==> src/qdac_regs.vh <==
/*
 * constants of the quad converter serial load block: frame layout,
 * register select and channel codes, bus register offsets and fields.
 * assumes inclusion by bare name from the design and monitor files.
 */
`ifndef QDAC_REGS_VH
`define QDAC_REGS_VH

// frame layout
`define QDAC_FRAME_BITS 24
`define QDAC_CNT_W 5
`define QDAC_CNT_FULL 5'h18
`define QDAC_CNT_OVER 5'h19
`define QDAC_RW_BIT 23
`define QDAC_RSV_BIT 22
`define QDAC_REG_HI 21
`define QDAC_REG_LO 19
`define QDAC_ADR_HI 18
`define QDAC_ADR_LO 16
`define QDAC_DATA_HI 15
`define QDAC_CODE_LO 2

// register select codes
`define QDAC_REG_FUNC 3'h0
`define QDAC_REG_DATA 3'h2
`define QDAC_REG_CGAIN 3'h3
`define QDAC_REG_FGAIN 3'h4

// channel address codes, and function codes under register select 0
`define QDAC_ADR_ALL 3'h4
`define QDAC_FN_NOP 3'h0
`define QDAC_FN_CTRL 3'h1
`define QDAC_FN_CLEAR 3'h4
`define QDAC_FN_LOAD 3'h5

// field widths and values
`define QDAC_CODE_W 14
`define QDAC_CLEAR_CODE 14'h0000
`define QDAC_MSB_FLIP 14'h2000
`define QDAC_FGAIN_W 6
`define QDAC_CGAIN_W 2
`define QDAC_FUNC_W 6
`define QDAC_FUNC_SDO_OFF 0

// bus registers (byte offsets)
`define QDAC_A_CTRL 5'h00
`define QDAC_A_STATUS 5'h04
`define QDAC_A_FUNC 5'h08
`define QDAC_A_CODE0 5'h10
`define QDAC_CTRL_CHAIN 0
`define QDAC_ST_CLAMP 0
`define QDAC_ST_BAD 1
`define QDAC_ST_SDO_OFF 2
`define QDAC_ST_CNT_LO 8

`endif

==> src/qdac_serial.v <==
/*
 * serial front end and output update control of a quad 14-bit converter:
 * 24-bit frame capture, daisy chain, readback, load and clear control.
 * assumes sys_clk_i (125 MHz) is well above the serial clock rate, so each
 * serial clock phase lasts at least two system cycles; all pins are
 * asynchronous and pass a two-flop synchroniser before use.
 */
// The register addresses and the Avalon-MM register port were left to the implementer.
`timescale 1ns/10ps
`default_nettype none
`include "qdac_regs.vh"

module qdac_serial #(
  parameter CODE_W = `QDAC_CODE_W
) (
  // clock and reset
  input wire sys_clk_i,
  input wire rstn_i,
  // serial link pins
  input wire serial_clk_i,
  input wire frame_sync_n_i,
  input wire serial_data_in_i,
  output wire serial_data_out_o,
  output wire serial_data_out_oe_o,
  // control pins
  input wire load_outputs_n_i,
  input wire clear_outputs_n_i,
  input wire coding_select_i,
  // converter side
  output wire [4*CODE_W-1:0] dac_code_o,
  output wire outputs_clamped_o,
  output wire [`QDAC_FUNC_W-1:0] func_bits_o,
  // avalon-mm slave
  input wire [4:0] avs_address_i,
  input wire avs_read_i,
  input wire avs_write_i,
  input wire [31:0] avs_writedata_i,
  output wire [31:0] avs_readdata_o,
  output wire avs_waitrequest_o
);

  // channel select: mask of channels an address reaches (one, all four, or none)
  function [3:0] chan_mask;
    input [2:0] adr;
    begin
      case (adr)
        3'h0: chan_mask = 4'h1;
        3'h1: chan_mask = 4'h2;
        3'h2: chan_mask = 4'h4;
        3'h3: chan_mask = 4'h8;
        `QDAC_ADR_ALL: chan_mask = 4'hF;
        // reserved addresses reach no channel, so such a frame writes nothing
        default: chan_mask = 4'h0;
      endcase
    end
  endfunction

  // offset-binary view of a stored code
  function [CODE_W-1:0] to_offset;
    input [CODE_W-1:0] code;
    input twos;
    begin
      to_offset = twos ? (code ^ `QDAC_MSB_FLIP) : code;
    end
  endfunction

  // synchronisers: first stage read only by second stage; coding resets
  // high, so codes read as offset binary until the pin has passed through
  reg [5:0] meta_ff;
  reg [5:0] pin_ff;
  always @(posedge sys_clk_i or negedge rstn_i) begin
    if (!rstn_i) begin
      meta_ff <= 6'h3B;
      pin_ff <= 6'h3B;
    end else begin
      meta_ff <= {coding_select_i, clear_outputs_n_i, load_outputs_n_i,
                  serial_data_in_i, frame_sync_n_i, serial_clk_i};
      pin_ff <= meta_ff;
    end
  end

  wire sclk_s = pin_ff[0];
  wire sync_n_s = pin_ff[1];
  wire serial_data_in_s = pin_ff[2];
  wire load_n_s = pin_ff[3];
  wire clear_n_s = pin_ff[4];
  wire coding_s = pin_ff[5];

  // previous levels for edge detection; clear starts high so a pin held
  // low through power-up is seen as a falling edge
  reg sclk_d_ff;
  reg sync_d_ff;
  reg load_d_ff;
  reg clear_d_ff;
  always @(posedge sys_clk_i or negedge rstn_i) begin
    if (!rstn_i) begin
      sclk_d_ff <= 1'b1;
      sync_d_ff <= 1'b1;
      load_d_ff <= 1'b1;
      clear_d_ff <= 1'b1;
    end else begin
      sclk_d_ff <= sclk_s;
      sync_d_ff <= sync_n_s;
      load_d_ff <= load_n_s;
      clear_d_ff <= clear_n_s;
    end
  end

  wire sclk_fall = sclk_d_ff & ~sclk_s;
  wire sclk_rise = ~sclk_d_ff & sclk_s;
  wire sync_fall = sync_d_ff & ~sync_n_s;
  wire sync_rise = ~sync_d_ff & sync_n_s;
  wire load_fall = load_d_ff & ~load_n_s;
  wire clear_fall = clear_d_ff & ~clear_n_s;
  wire in_frame = ~sync_n_s & ~sync_d_ff;

  // shift register, bit counter, serial out
  reg [`QDAC_FRAME_BITS-1:0] shift_ff;
  reg [`QDAC_CNT_W-1:0] cnt_ff;
  reg sdo_ff;
  reg load_low_ff;
  reg rb_pend_ff;
  reg [`QDAC_FRAME_BITS-1:0] rb_word_ff;

  // software registers and status
  reg chain_ff;
  reg bad_ff;
  reg [7:0] frames_ff;
  reg [`QDAC_FUNC_W-1:0] func_ff;
  reg clamp_ff;

  // per-channel storage
  reg [CODE_W-1:0] in_code_ff [0:3];
  reg [CODE_W-1:0] dac_ff [0:3];
  reg [`QDAC_CGAIN_W-1:0] cgain_ff [0:3];
  reg [`QDAC_FGAIN_W-1:0] fgain_ff [0:3];

  // frame decode
  wire rw_bit = shift_ff[`QDAC_RW_BIT];
  wire [2:0] reg_sel = shift_ff[`QDAC_REG_HI:`QDAC_REG_LO];
  wire [2:0] adr_sel = shift_ff[`QDAC_ADR_HI:`QDAC_ADR_LO];
  wire [15:0] data_f = shift_ff[`QDAC_DATA_HI:0];
  wire [3:0] mask = chan_mask(adr_sel);
  // a chained device keeps the last 24 bits, a lone one needs exactly 24
  wire cnt_ok = (cnt_ff == `QDAC_CNT_FULL) |
                (chain_ff & (cnt_ff == `QDAC_CNT_OVER));
  wire frame_ok = sync_rise & cnt_ok;
  wire do_write = frame_ok & ~rw_bit;
  wire do_read = frame_ok & rw_bit;
  wire is_func = (reg_sel == `QDAC_REG_FUNC);
  wire sw_clear = do_write & is_func & (adr_sel == `QDAC_FN_CLEAR);
  wire sw_load = do_write & is_func & (adr_sel == `QDAC_FN_LOAD);
  wire wr_ctrl = do_write & is_func & (adr_sel == `QDAC_FN_CTRL);
  wire wr_data = do_write & (reg_sel == `QDAC_REG_DATA);
  wire wr_cgain = do_write & (reg_sel == `QDAC_REG_CGAIN);
  wire wr_fgain = do_write & (reg_sel == `QDAC_REG_FGAIN);
  wire any_clear = clear_fall | sw_clear;
  // load pin low at the last clock fall of the frame: addressed channel goes straight through
  wire direct_upd = wr_data & load_low_ff;
  // load fall outside a frame updates every channel together
  wire all_upd = (load_fall & sync_n_s) | sw_load;

  // readback selection of the register named in a read request
  // address 100 reads channel A: only the low two address bits index
  reg [15:0] rb_data;
  always @* begin
    rb_data = 16'h0000;
    case (reg_sel)
      `QDAC_REG_FUNC:
        rb_data[`QDAC_FUNC_W-1:0] = func_ff;
      `QDAC_REG_DATA:
        rb_data[`QDAC_DATA_HI:`QDAC_CODE_LO] = in_code_ff[adr_sel[1:0]];
      `QDAC_REG_CGAIN:
        rb_data[`QDAC_CGAIN_W-1:0] = cgain_ff[adr_sel[1:0]];
      `QDAC_REG_FGAIN:
        rb_data[`QDAC_FGAIN_W-1:0] = fgain_ff[adr_sel[1:0]];
      default:
        rb_data = 16'h0000;
    endcase
  end

  always @(posedge sys_clk_i or negedge rstn_i) begin
    if (!rstn_i) begin
      shift_ff <= {`QDAC_FRAME_BITS{1'b0}};
      cnt_ff <= {`QDAC_CNT_W{1'b0}};
      sdo_ff <= 1'b0;
      load_low_ff <= 1'b0;
      rb_pend_ff <= 1'b0;
      rb_word_ff <= {`QDAC_FRAME_BITS{1'b0}};
    end else begin
      if (sync_fall) begin
        cnt_ff <= {`QDAC_CNT_W{1'b0}};
        // a pending readback word is what the new frame shifts out
        if (rb_pend_ff) begin
          shift_ff <= rb_word_ff;
          sdo_ff <= rb_word_ff[`QDAC_FRAME_BITS-1];
        end else begin
          sdo_ff <= shift_ff[`QDAC_FRAME_BITS-1];
        end
        rb_pend_ff <= 1'b0;
        load_low_ff <= ~load_n_s;
      end else if (in_frame) begin
        if (sclk_fall) begin
          shift_ff <= {shift_ff[`QDAC_FRAME_BITS-2:0], serial_data_in_s};
          if (cnt_ff != `QDAC_CNT_OVER)
            cnt_ff <= cnt_ff + 1'b1;
          // the load level at the last fall decides direct or batch update
          load_low_ff <= ~load_n_s;
        end
        if (sclk_rise)
          sdo_ff <= shift_ff[`QDAC_FRAME_BITS-1];
      end
      if (do_read) begin
        rb_pend_ff <= 1'b1;
        rb_word_ff <= {8'h00, rb_data};
      end
    end
  end

  // output-off bit resets clear; serial out is driven only while clear
  assign serial_data_out_o = sdo_ff;
  assign serial_data_out_oe_o = ~func_ff[`QDAC_FUNC_SDO_OFF];

  // per-channel registers
  integer i;
  always @(posedge sys_clk_i or negedge rstn_i) begin
    if (!rstn_i) begin
      for (i = 0; i < 4; i = i + 1) begin
        in_code_ff[i] <= `QDAC_CLEAR_CODE;
        dac_ff[i] <= `QDAC_CLEAR_CODE;
        cgain_ff[i] <= {`QDAC_CGAIN_W{1'b0}};
        fgain_ff[i] <= {`QDAC_FGAIN_W{1'b0}};
      end
    end else begin
      for (i = 0; i < 4; i = i + 1) begin
        if (any_clear) begin
          // clear wins over a load in the same cycle, and it also resets
          // the input side so a later load cannot bring back the old code
          in_code_ff[i] <= `QDAC_CLEAR_CODE;
          dac_ff[i] <= `QDAC_CLEAR_CODE;
        end else begin
          if (wr_data & mask[i])
            in_code_ff[i] <= data_f[`QDAC_DATA_HI:`QDAC_CODE_LO];
          if (direct_upd & mask[i])
            dac_ff[i] <= data_f[`QDAC_DATA_HI:`QDAC_CODE_LO];
          else if (all_upd)
            dac_ff[i] <= in_code_ff[i];
        end
        if (wr_cgain & mask[i])
          cgain_ff[i] <= data_f[`QDAC_CGAIN_W-1:0];
        if (wr_fgain & mask[i])
          fgain_ff[i] <= data_f[`QDAC_FGAIN_W-1:0];
      end
    end
  end

  // clamp holds from power-up until the first load or clear
  always @(posedge sys_clk_i or negedge rstn_i) begin
    if (!rstn_i)
      clamp_ff <= 1'b1;
    else if (any_clear | all_upd | direct_upd)
      clamp_ff <= 1'b0;
  end

  // stored codes go out as offset binary so level tracks code/16384
  genvar g;
  generate
    for (g = 0; g < 4; g = g + 1) begin : g_out
      assign dac_code_o[g*CODE_W +: CODE_W] =
        to_offset(dac_ff[g], ~coding_s);
    end
  endgenerate
  assign outputs_clamped_o = clamp_ff;
  assign func_bits_o = func_ff;

  // avalon slave: one wait state per access
  reg ack_ff;
  reg [31:0] rdata_ff;
  wire req = avs_read_i | avs_write_i;
  wire take = req & ~ack_ff;
  // a write acts only at the edge one cycle after the wait state ends, where the
  // transfer completes on the bus; earlier the master may still settle
  wire wr_take = avs_write_i & ack_ff;
  wire bad_clr = wr_take & (avs_address_i == `QDAC_A_STATUS) &
                 avs_writedata_i[`QDAC_ST_BAD];

  reg [31:0] rd_mux;
  always @* begin
    rd_mux = 32'h0000_0000;
    case (avs_address_i)
      `QDAC_A_CTRL:
        rd_mux[`QDAC_CTRL_CHAIN] = chain_ff;
      `QDAC_A_STATUS: begin
        rd_mux[`QDAC_ST_CLAMP] = clamp_ff;
        rd_mux[`QDAC_ST_BAD] = bad_ff;
        rd_mux[`QDAC_ST_SDO_OFF] = func_ff[`QDAC_FUNC_SDO_OFF];
        rd_mux[`QDAC_ST_CNT_LO +: 8] = frames_ff;
      end
      `QDAC_A_FUNC:
        rd_mux[`QDAC_FUNC_W-1:0] = func_ff;
      `QDAC_A_CODE0, `QDAC_A_CODE0 + 5'h04, `QDAC_A_CODE0 + 5'h08,
      `QDAC_A_CODE0 + 5'h0C:
        rd_mux[CODE_W-1:0] = dac_code_o[avs_address_i[3:2]*CODE_W +: CODE_W];
      default:
        rd_mux = 32'h0000_0000;
    endcase
  end

  always @(posedge sys_clk_i or negedge rstn_i) begin
    if (!rstn_i) begin
      ack_ff <= 1'b0;
      rdata_ff <= 32'h0000_0000;
      chain_ff <= 1'b0;
    end else begin
      ack_ff <= take;
      if (avs_read_i & take)
        rdata_ff <= rd_mux;
      if (wr_take & (avs_address_i == `QDAC_A_CTRL))
        chain_ff <= avs_writedata_i[`QDAC_CTRL_CHAIN];
    end
  end

  assign avs_waitrequest_o = req & ~ack_ff;
  assign avs_readdata_o = rdata_ff;

  // status: invalid-frame flag (set beats clear), frame counter, control
  always @(posedge sys_clk_i or negedge rstn_i) begin
    if (!rstn_i) begin
      bad_ff <= 1'b0;
      frames_ff <= 8'h00;
      func_ff <= {`QDAC_FUNC_W{1'b0}};
    end else begin
      if (sync_rise & ~cnt_ok)
        bad_ff <= 1'b1;
      else if (bad_clr)
        bad_ff <= 1'b0;
      if (frame_ok)
        frames_ff <= frames_ff + 8'h01;
      if (wr_ctrl)
        func_ff <= data_f[`QDAC_FUNC_W-1:0];
    end
  end

endmodule // qdac_serial
`default_nettype wire

==> config.mk <==
export PLATFORM = sky130hd
export DESIGN_NAME = qdac_serial
export DESIGN_NICKNAME = d
export VERILOG_FILES = /design/src/qdac_serial.v
export VERILOG_INCLUDE_DIRS = /design/src
export SDC_FILE = /design/constraint.sdc
export NUM_CORES = 1
export LEC_CHECK = 0
export BUFFER_PORTS_ARGS = -buffer_cell sky130_fd_sc_hd__buf_2
export CAP_MARGIN = 20
export CORE_MARGIN = 8
export CORE_UTILIZATION = 59
export CTS_CLUSTER_DIAMETER = 80
export DETAILED_ROUTE_END_ITERATION = 16
export PLACE_DENSITY = 0.84
export SKIP_CTS_REPAIR_TIMING = 1
export SYNTH_ARGS = -nofsm -noshare
export SYNTH_HDL_FRONTEND = slang
export SYNTH_SLANG_ARGS = --single-unit
==> constraint.sdc <==
create_clock -name sys_clk_i -period 2.9 [get_ports sys_clk_i]
set_input_delay 0.58 -clock sys_clk_i [delete_from_list [all_inputs] [get_ports sys_clk_i]]
set_output_delay 0.58 -clock sys_clk_i [all_outputs]
set_load 0.1 [all_outputs]
Word-level counts from Yosys, hierarchy flattened --
Cells that the tools add are included.
Storage, ports and cells: register bits 242, memory bits (writable) 0, input bits 47, ROM bits 0, bits in latches 0, memories 0
Cells by class: multiplexer cells 62, bitwise logic cells 64, equality and inequality tests 18, reductions and logical operators 22, add/sub/neg operators 2, shift-type cells 1, divide/modulo/power cells 0, multipliers 1, $lt $le $gt $ge 1
Operator list (number):
- 14-bit two-way mux | 26
- 24-bit two-way mux | 4
- 56-bit by 7-bit indexed part select with 14-bit output | 1
- 1-bit bitwise AND | 43
- 5-bit == test (second input constant) | 6
- 14-bit binary-select mux with 2-bit select | 1
- 5-bit two-way mux | 4
- 4-bit one-hot mux with 5 select lines | 1
- 2-bit nonzero test | 10
- 1-bit NOT | 14
- 6-bit binary-select mux with 2-bit select | 1
- 3-bit by 2-bit == test with 1-bit output (second input constant) | 4
- 6-bit two-way mux | 2
- 2-bit one-hot mux with 3 select lines | 2
- 4-bit one-hot mux with 3 select lines | 1
- 6-bit one-hot mux with 2 select lines | 1
- 3-bit nonzero test | 4
- 1-bit two-way mux | 11
- 10-bit two-way mux | 1
- 3-bit == test (second input constant) | 3
- 8-bit by 1-bit adder with 8-bit output (second input constant) | 1
- 2-bit two-way mux | 4
- 3-bit zero test | 2
- 1-bit OR | 6
- other kinds (16) | 18

Logic depth before layout (Yosys ltp) --
depth after elaboration 11, gate-level depth with buffers 10, depth with buffers taken out 7

Least setup slack after synthesis --
OpenSTA, ideal clock, no wires.
path kind register to output, from reg pin_ff[5], to out dac_code_o[13], stages on the path, launching flop included 3, buffers on the path 1, data arrival time 2114 ps, required time 2320 ps, slack 206 ps, path through dfstp_2 > clkbuf_1 > xnor2_1
Between the ends: word-level cells in the longest chain between the ends 1
RTL lines:
- start: declaration | line qdac_serial.v:70 | reg [5:0] pin_ff;
- start signal: assignment | line qdac_serial.v:78 | pin_ff <= meta_ff;
- 14-bit two-way mux | line qdac_serial.v:63 | to_offset = twos ? (code ^ `QDAC_MSB_FLIP) : code;
- end: declaration | line qdac_serial.v:30 | output wire [4*CODE_W-1:0] dac_code_o,
No other way between the ends.

Final worst setup path --
from reg pin_ff[1], to reg in_code_ff[4] (netlist bit)
Between the ends: word-level cells in the longest chain between the ends 7
RTL lines:
- 1-bit bitwise AND * | line qdac_serial.v:112 | wire sync_rise = ~sync_d_ff & sync_n_s;
- 1-bit bitwise AND * | line qdac_serial.v:147 | wire frame_ok = sync_rise & cnt_ok;
- 1-bit bitwise AND * | line qdac_serial.v:148 | wire do_write = frame_ok & ~rw_bit;
- 1-bit bitwise AND (2 in series) | line qdac_serial.v:151 | wire sw_clear = do_write & is_func & (adr_sel == `QDAC_FN_CLEAR);
- 1-bit OR | line qdac_serial.v:157 | wire any_clear = clear_fall | sw_clear;
- 14-bit two-way mux or 2-bit nonzero test (tied branches)
- end signal: indexed assignment | line qdac_serial.v:229 | in_code_ff[i] <= `QDAC_CLEAR_CODE;
- end signal: indexed assignment | line qdac_serial.v:239 | in_code_ff[i] <= `QDAC_CLEAR_CODE;
- end signal: indexed assignment | line qdac_serial.v:243 | in_code_ff[i] <= data_f[`QDAC_DATA_HI:`QDAC_CODE_LO];
- end: declaration | line qdac_serial.v:133 | reg [CODE_W-1:0] in_code_ff [0:3];
Every way passes the cells marked *; elsewhere a longest branch is shown, timed or not. A chain may end at the register's enable or synchronous reset.

==> metrics.csv <==
stage,metric,value,unit
routing,WL final,31100,um
clock_tree,Num Clock Sinks,242,
timing,final setup TNS,0,ps
run_status,status,"complete, no violations",
critical_path,ordered cell list for the critical path,nor3b_1 > and4bb_2 > nand2_2 > mux2i_1 > nor2_1,
synth,ranking of synthesized cells by area,"dfrtp_1 47%, mux2i_1 8.7%, mux4_2 6.8%, buf_4 4.5%, nor2_1 4.0%",
timing,Final min period,2580,ps
routing,vias,8866,
die,Core Region,20100,um^2
cells_and_area,Seq. cell area,6070,um^2
synth,Yosys top cell by area,dfrtp_1,
synth,sequential fraction of the synthesis area,0.506,
flow_run,maxcap violations,0,
global_routing,via count of the first global-routing pass,8899,
routing,Detail Route Antenna Nets,0,
synth,cells after synthesis,1086,
routing,1st-iter DRT viols,992,
routing,drt wl/cell,22.3,um
critical_path,Worst path slowest cell,dfstp_2,
die,Die Y,159,um
timing,Final Cycle Share,0.890,
global_routing,pin count of the biggest net entering global routing,114,
timing,Max Freq,387,MHz
clock_tree,clk buf depth,3,
critical_path,CP peak stage delay,540,ps
global_routing,global-route usage over all layers,0.250,
place,IO buf count,98,
global_routing,global-route wire length before repair,49400,um
critical_path,"Arr. time, crit path",2960,ps
clock_tree,CTS tree,built,
synth,"EDFF count, synth",0,
clock_tree,# H-tree levels,1,
routing,Vias/cell,6.36,
critical_path,Reg2Reg Depth,5,
cells_and_area,final net count,1155,
critical_path,crit-path max FO,14,
cells_and_area,P&R area growth vs syn,9.92,%
synth,Syn. warnings,0,
timing,final hold vios,0,
critical_path,Worst path depth,5,
synth,"count leader, synth",dfrtp_1,
clock_tree,clk_lat worst skew,530,ps
routing,1st-pass router iterations,5,
place,Placer Congestion,0.827,
cells_and_area,fillers,1374,
critical_path,critical path type,reg2reg,
synth,Yosys top cell area share,0.473,
power,Peak VDD IR,428,uV
cells_and_area,share of layout cells above drive strength 1,0.251,
synth,ys async rst share,1.00,
die,standard-cell row count,52,
die,initial core utilization,0.597,
critical_path,register-to-register setup slack,320,ps
synth,Post-synth top cells,"227 x dfrtp_1, 129 x nor2_1, 125 x nand2_1",
critical_path,Top Family by Delay on Critical Path,simple AND/OR/NAND/NOR gates,
die,Die ar.,25200,um^2
timing,RSZ-0062 raised after global routing,no,
place,Placed Instances,1344,
timing,Slew Limit Fails,0,
cells_and_area,diode count,0,
critical_path,CP required,3280,ps
cells_and_area,area of the multi-input gates,5070,um^2
die,io pins,145,
clock_tree,Root Buffer Master,clkbuf_16,
timing,final setup fails,0,
power,PwrDens,602,nW/um^2
critical_path,Critical Path End Type,flop,
worst_hold_path,HP Class,in2async,
timing,skew final,22.1,ps
global_routing,initial antenna violation count,0,
clock_tree,Num CTS Buffers,27,
synth,Mean Syn Cell Area,11.1,um^2
synth,Syn Std Cell Area,12000,um^2
synth,#FFs+latches synth,242,
timing,worst slew pin tran,693,ps
critical_path,Buf/Inv on CP,0,
routing,Residual DRC,0,
synth,Unique masters post-synth,52,
critical_path,Startpoint Class,flop,
synth,"Primary FF master, synth",dfrtp_1,
place,DP HPWL,19700,um
cells_and_area,"non-filler cells, final",1393,
die,die width,159,um
timing,headroom to the max-slew limit,0.537,
power,Leakage,6.41,nW
global_routing,GRT overflow,0,
clock_tree,"CTS clk-pin slew, worst paths",60,ps
stage by stage:
| step | hold slack [ps] | power (mW) | worst slack, ps | area, um^2 | util |
|---|---|---|---|---|---|
| 2_1_floorplan | 284 | 4.30 | 206 | 12100 | - |
| 3_3_place_gp | 335 | 4.54 | 521 | 12300 | 0.611 |
| 3_5_place_dp | 342 | 4.57 | 464 | 12300 | 0.611 |
| 4_1_cts | 63.7 | 7.94 | 416 | 13200 | 0.655 |
| 5_1_grt | 86.8 | 8.18 | 259 | 13200 | 0.657 |
| 6_report | 27.6 | 7.94 | 318 | 13200 | 0.657 |
per-layer routing:
layer,vias to the layer above,track usage,routed length [um]
met1,4458,0.337,11900
met2,547,0.392,14700
met5,-,0,0
li1,3777,-,-
met3,84,0.0535,3620
met4,0,0.0907,861
path summary, 6_finish.rpt:
path,startpoint,endpoint
setup / recovery,pin_ff[1]$_DFF_PN1_,in_code_ff[4]$_DFFE_PN0P_
hold / removal,rstn_i,dac_ff[38]$_DFFE_PN0P_
setup reg to reg,pin_ff[1]$_DFF_PN1_,in_code_ff[4]$_DFFE_PN0P_
hold reg to reg,meta_ff[4]$_DFF_PN1_,pin_ff[4]$_DFF_PN1_
max in group asynchronous,rstn_i,meta_ff[4]$_DFF_PN1_
min in group sys_clk_i,load_outputs_n_i,meta_ff[3]$_DFF_PN1_
cell usage in the layout, fill, tap and decap left out, types with 15 or more instances in the layout:
master       n
dfrtp_1    227
nor2_1     129
nand2_1    125
mux2i_1    104
buf_2       97
a211oi_1    56
mux2_2      42
mux4_2      36
o21ai_0     34
nand3_1     30
clkbuf_16   27
buf_4       23
a21oi_1     20
a31oi_1     16
conb_1      16
dfstp_2     15
final cells by class:
class                           instances  share of cell area
Sequential cell                       242               0.460
Multi-Input combinational cell        701               0.384
Clock buffer                           38              0.0611
Timing Repair Buffer                  127              0.0607
Tap cell                              270              0.0256
Clock inverter                         10             0.00683
Inverter                                5             0.00142
kinds of logic after synthesis:
family                     after synthesis  synth area share
DFF                                    242             0.506
adders and majority gates                4           0.00417
xor gates and xnor gates                16            0.0117
and+or+nand+nor                        330             0.122
AOI/OAI and AO/OA                      153            0.0839
other                                    1          0.000312
muxes                                  182             0.194
buffers and inverters                  158            0.0785
where the power goes:
part / switching, mW / internal, mW / leakage [nW]
Clock: 1.38 / 2.02 / 0.444
Combinational: 0.536 / 0.243 / 2.70
Sequential: 0.288 / 3.47 / 3.27
Total: 2.20 / 5.74 / 6.41
sequential cells by signal (all words and copies together) (netlist names), 5 cells and up:
signal and count:
rb_word_ff 16, fgain_ff 24, avs_readdata_o 16, meta_ff 6, frames_ff 8, cgain_ff 8
dac_ff 56, cnt_ff 5, func_bits_o 6, pin_ff 6, shift_ff 24, in_code_ff 56
Note: power is estimated with default switching activity, not from simulation.
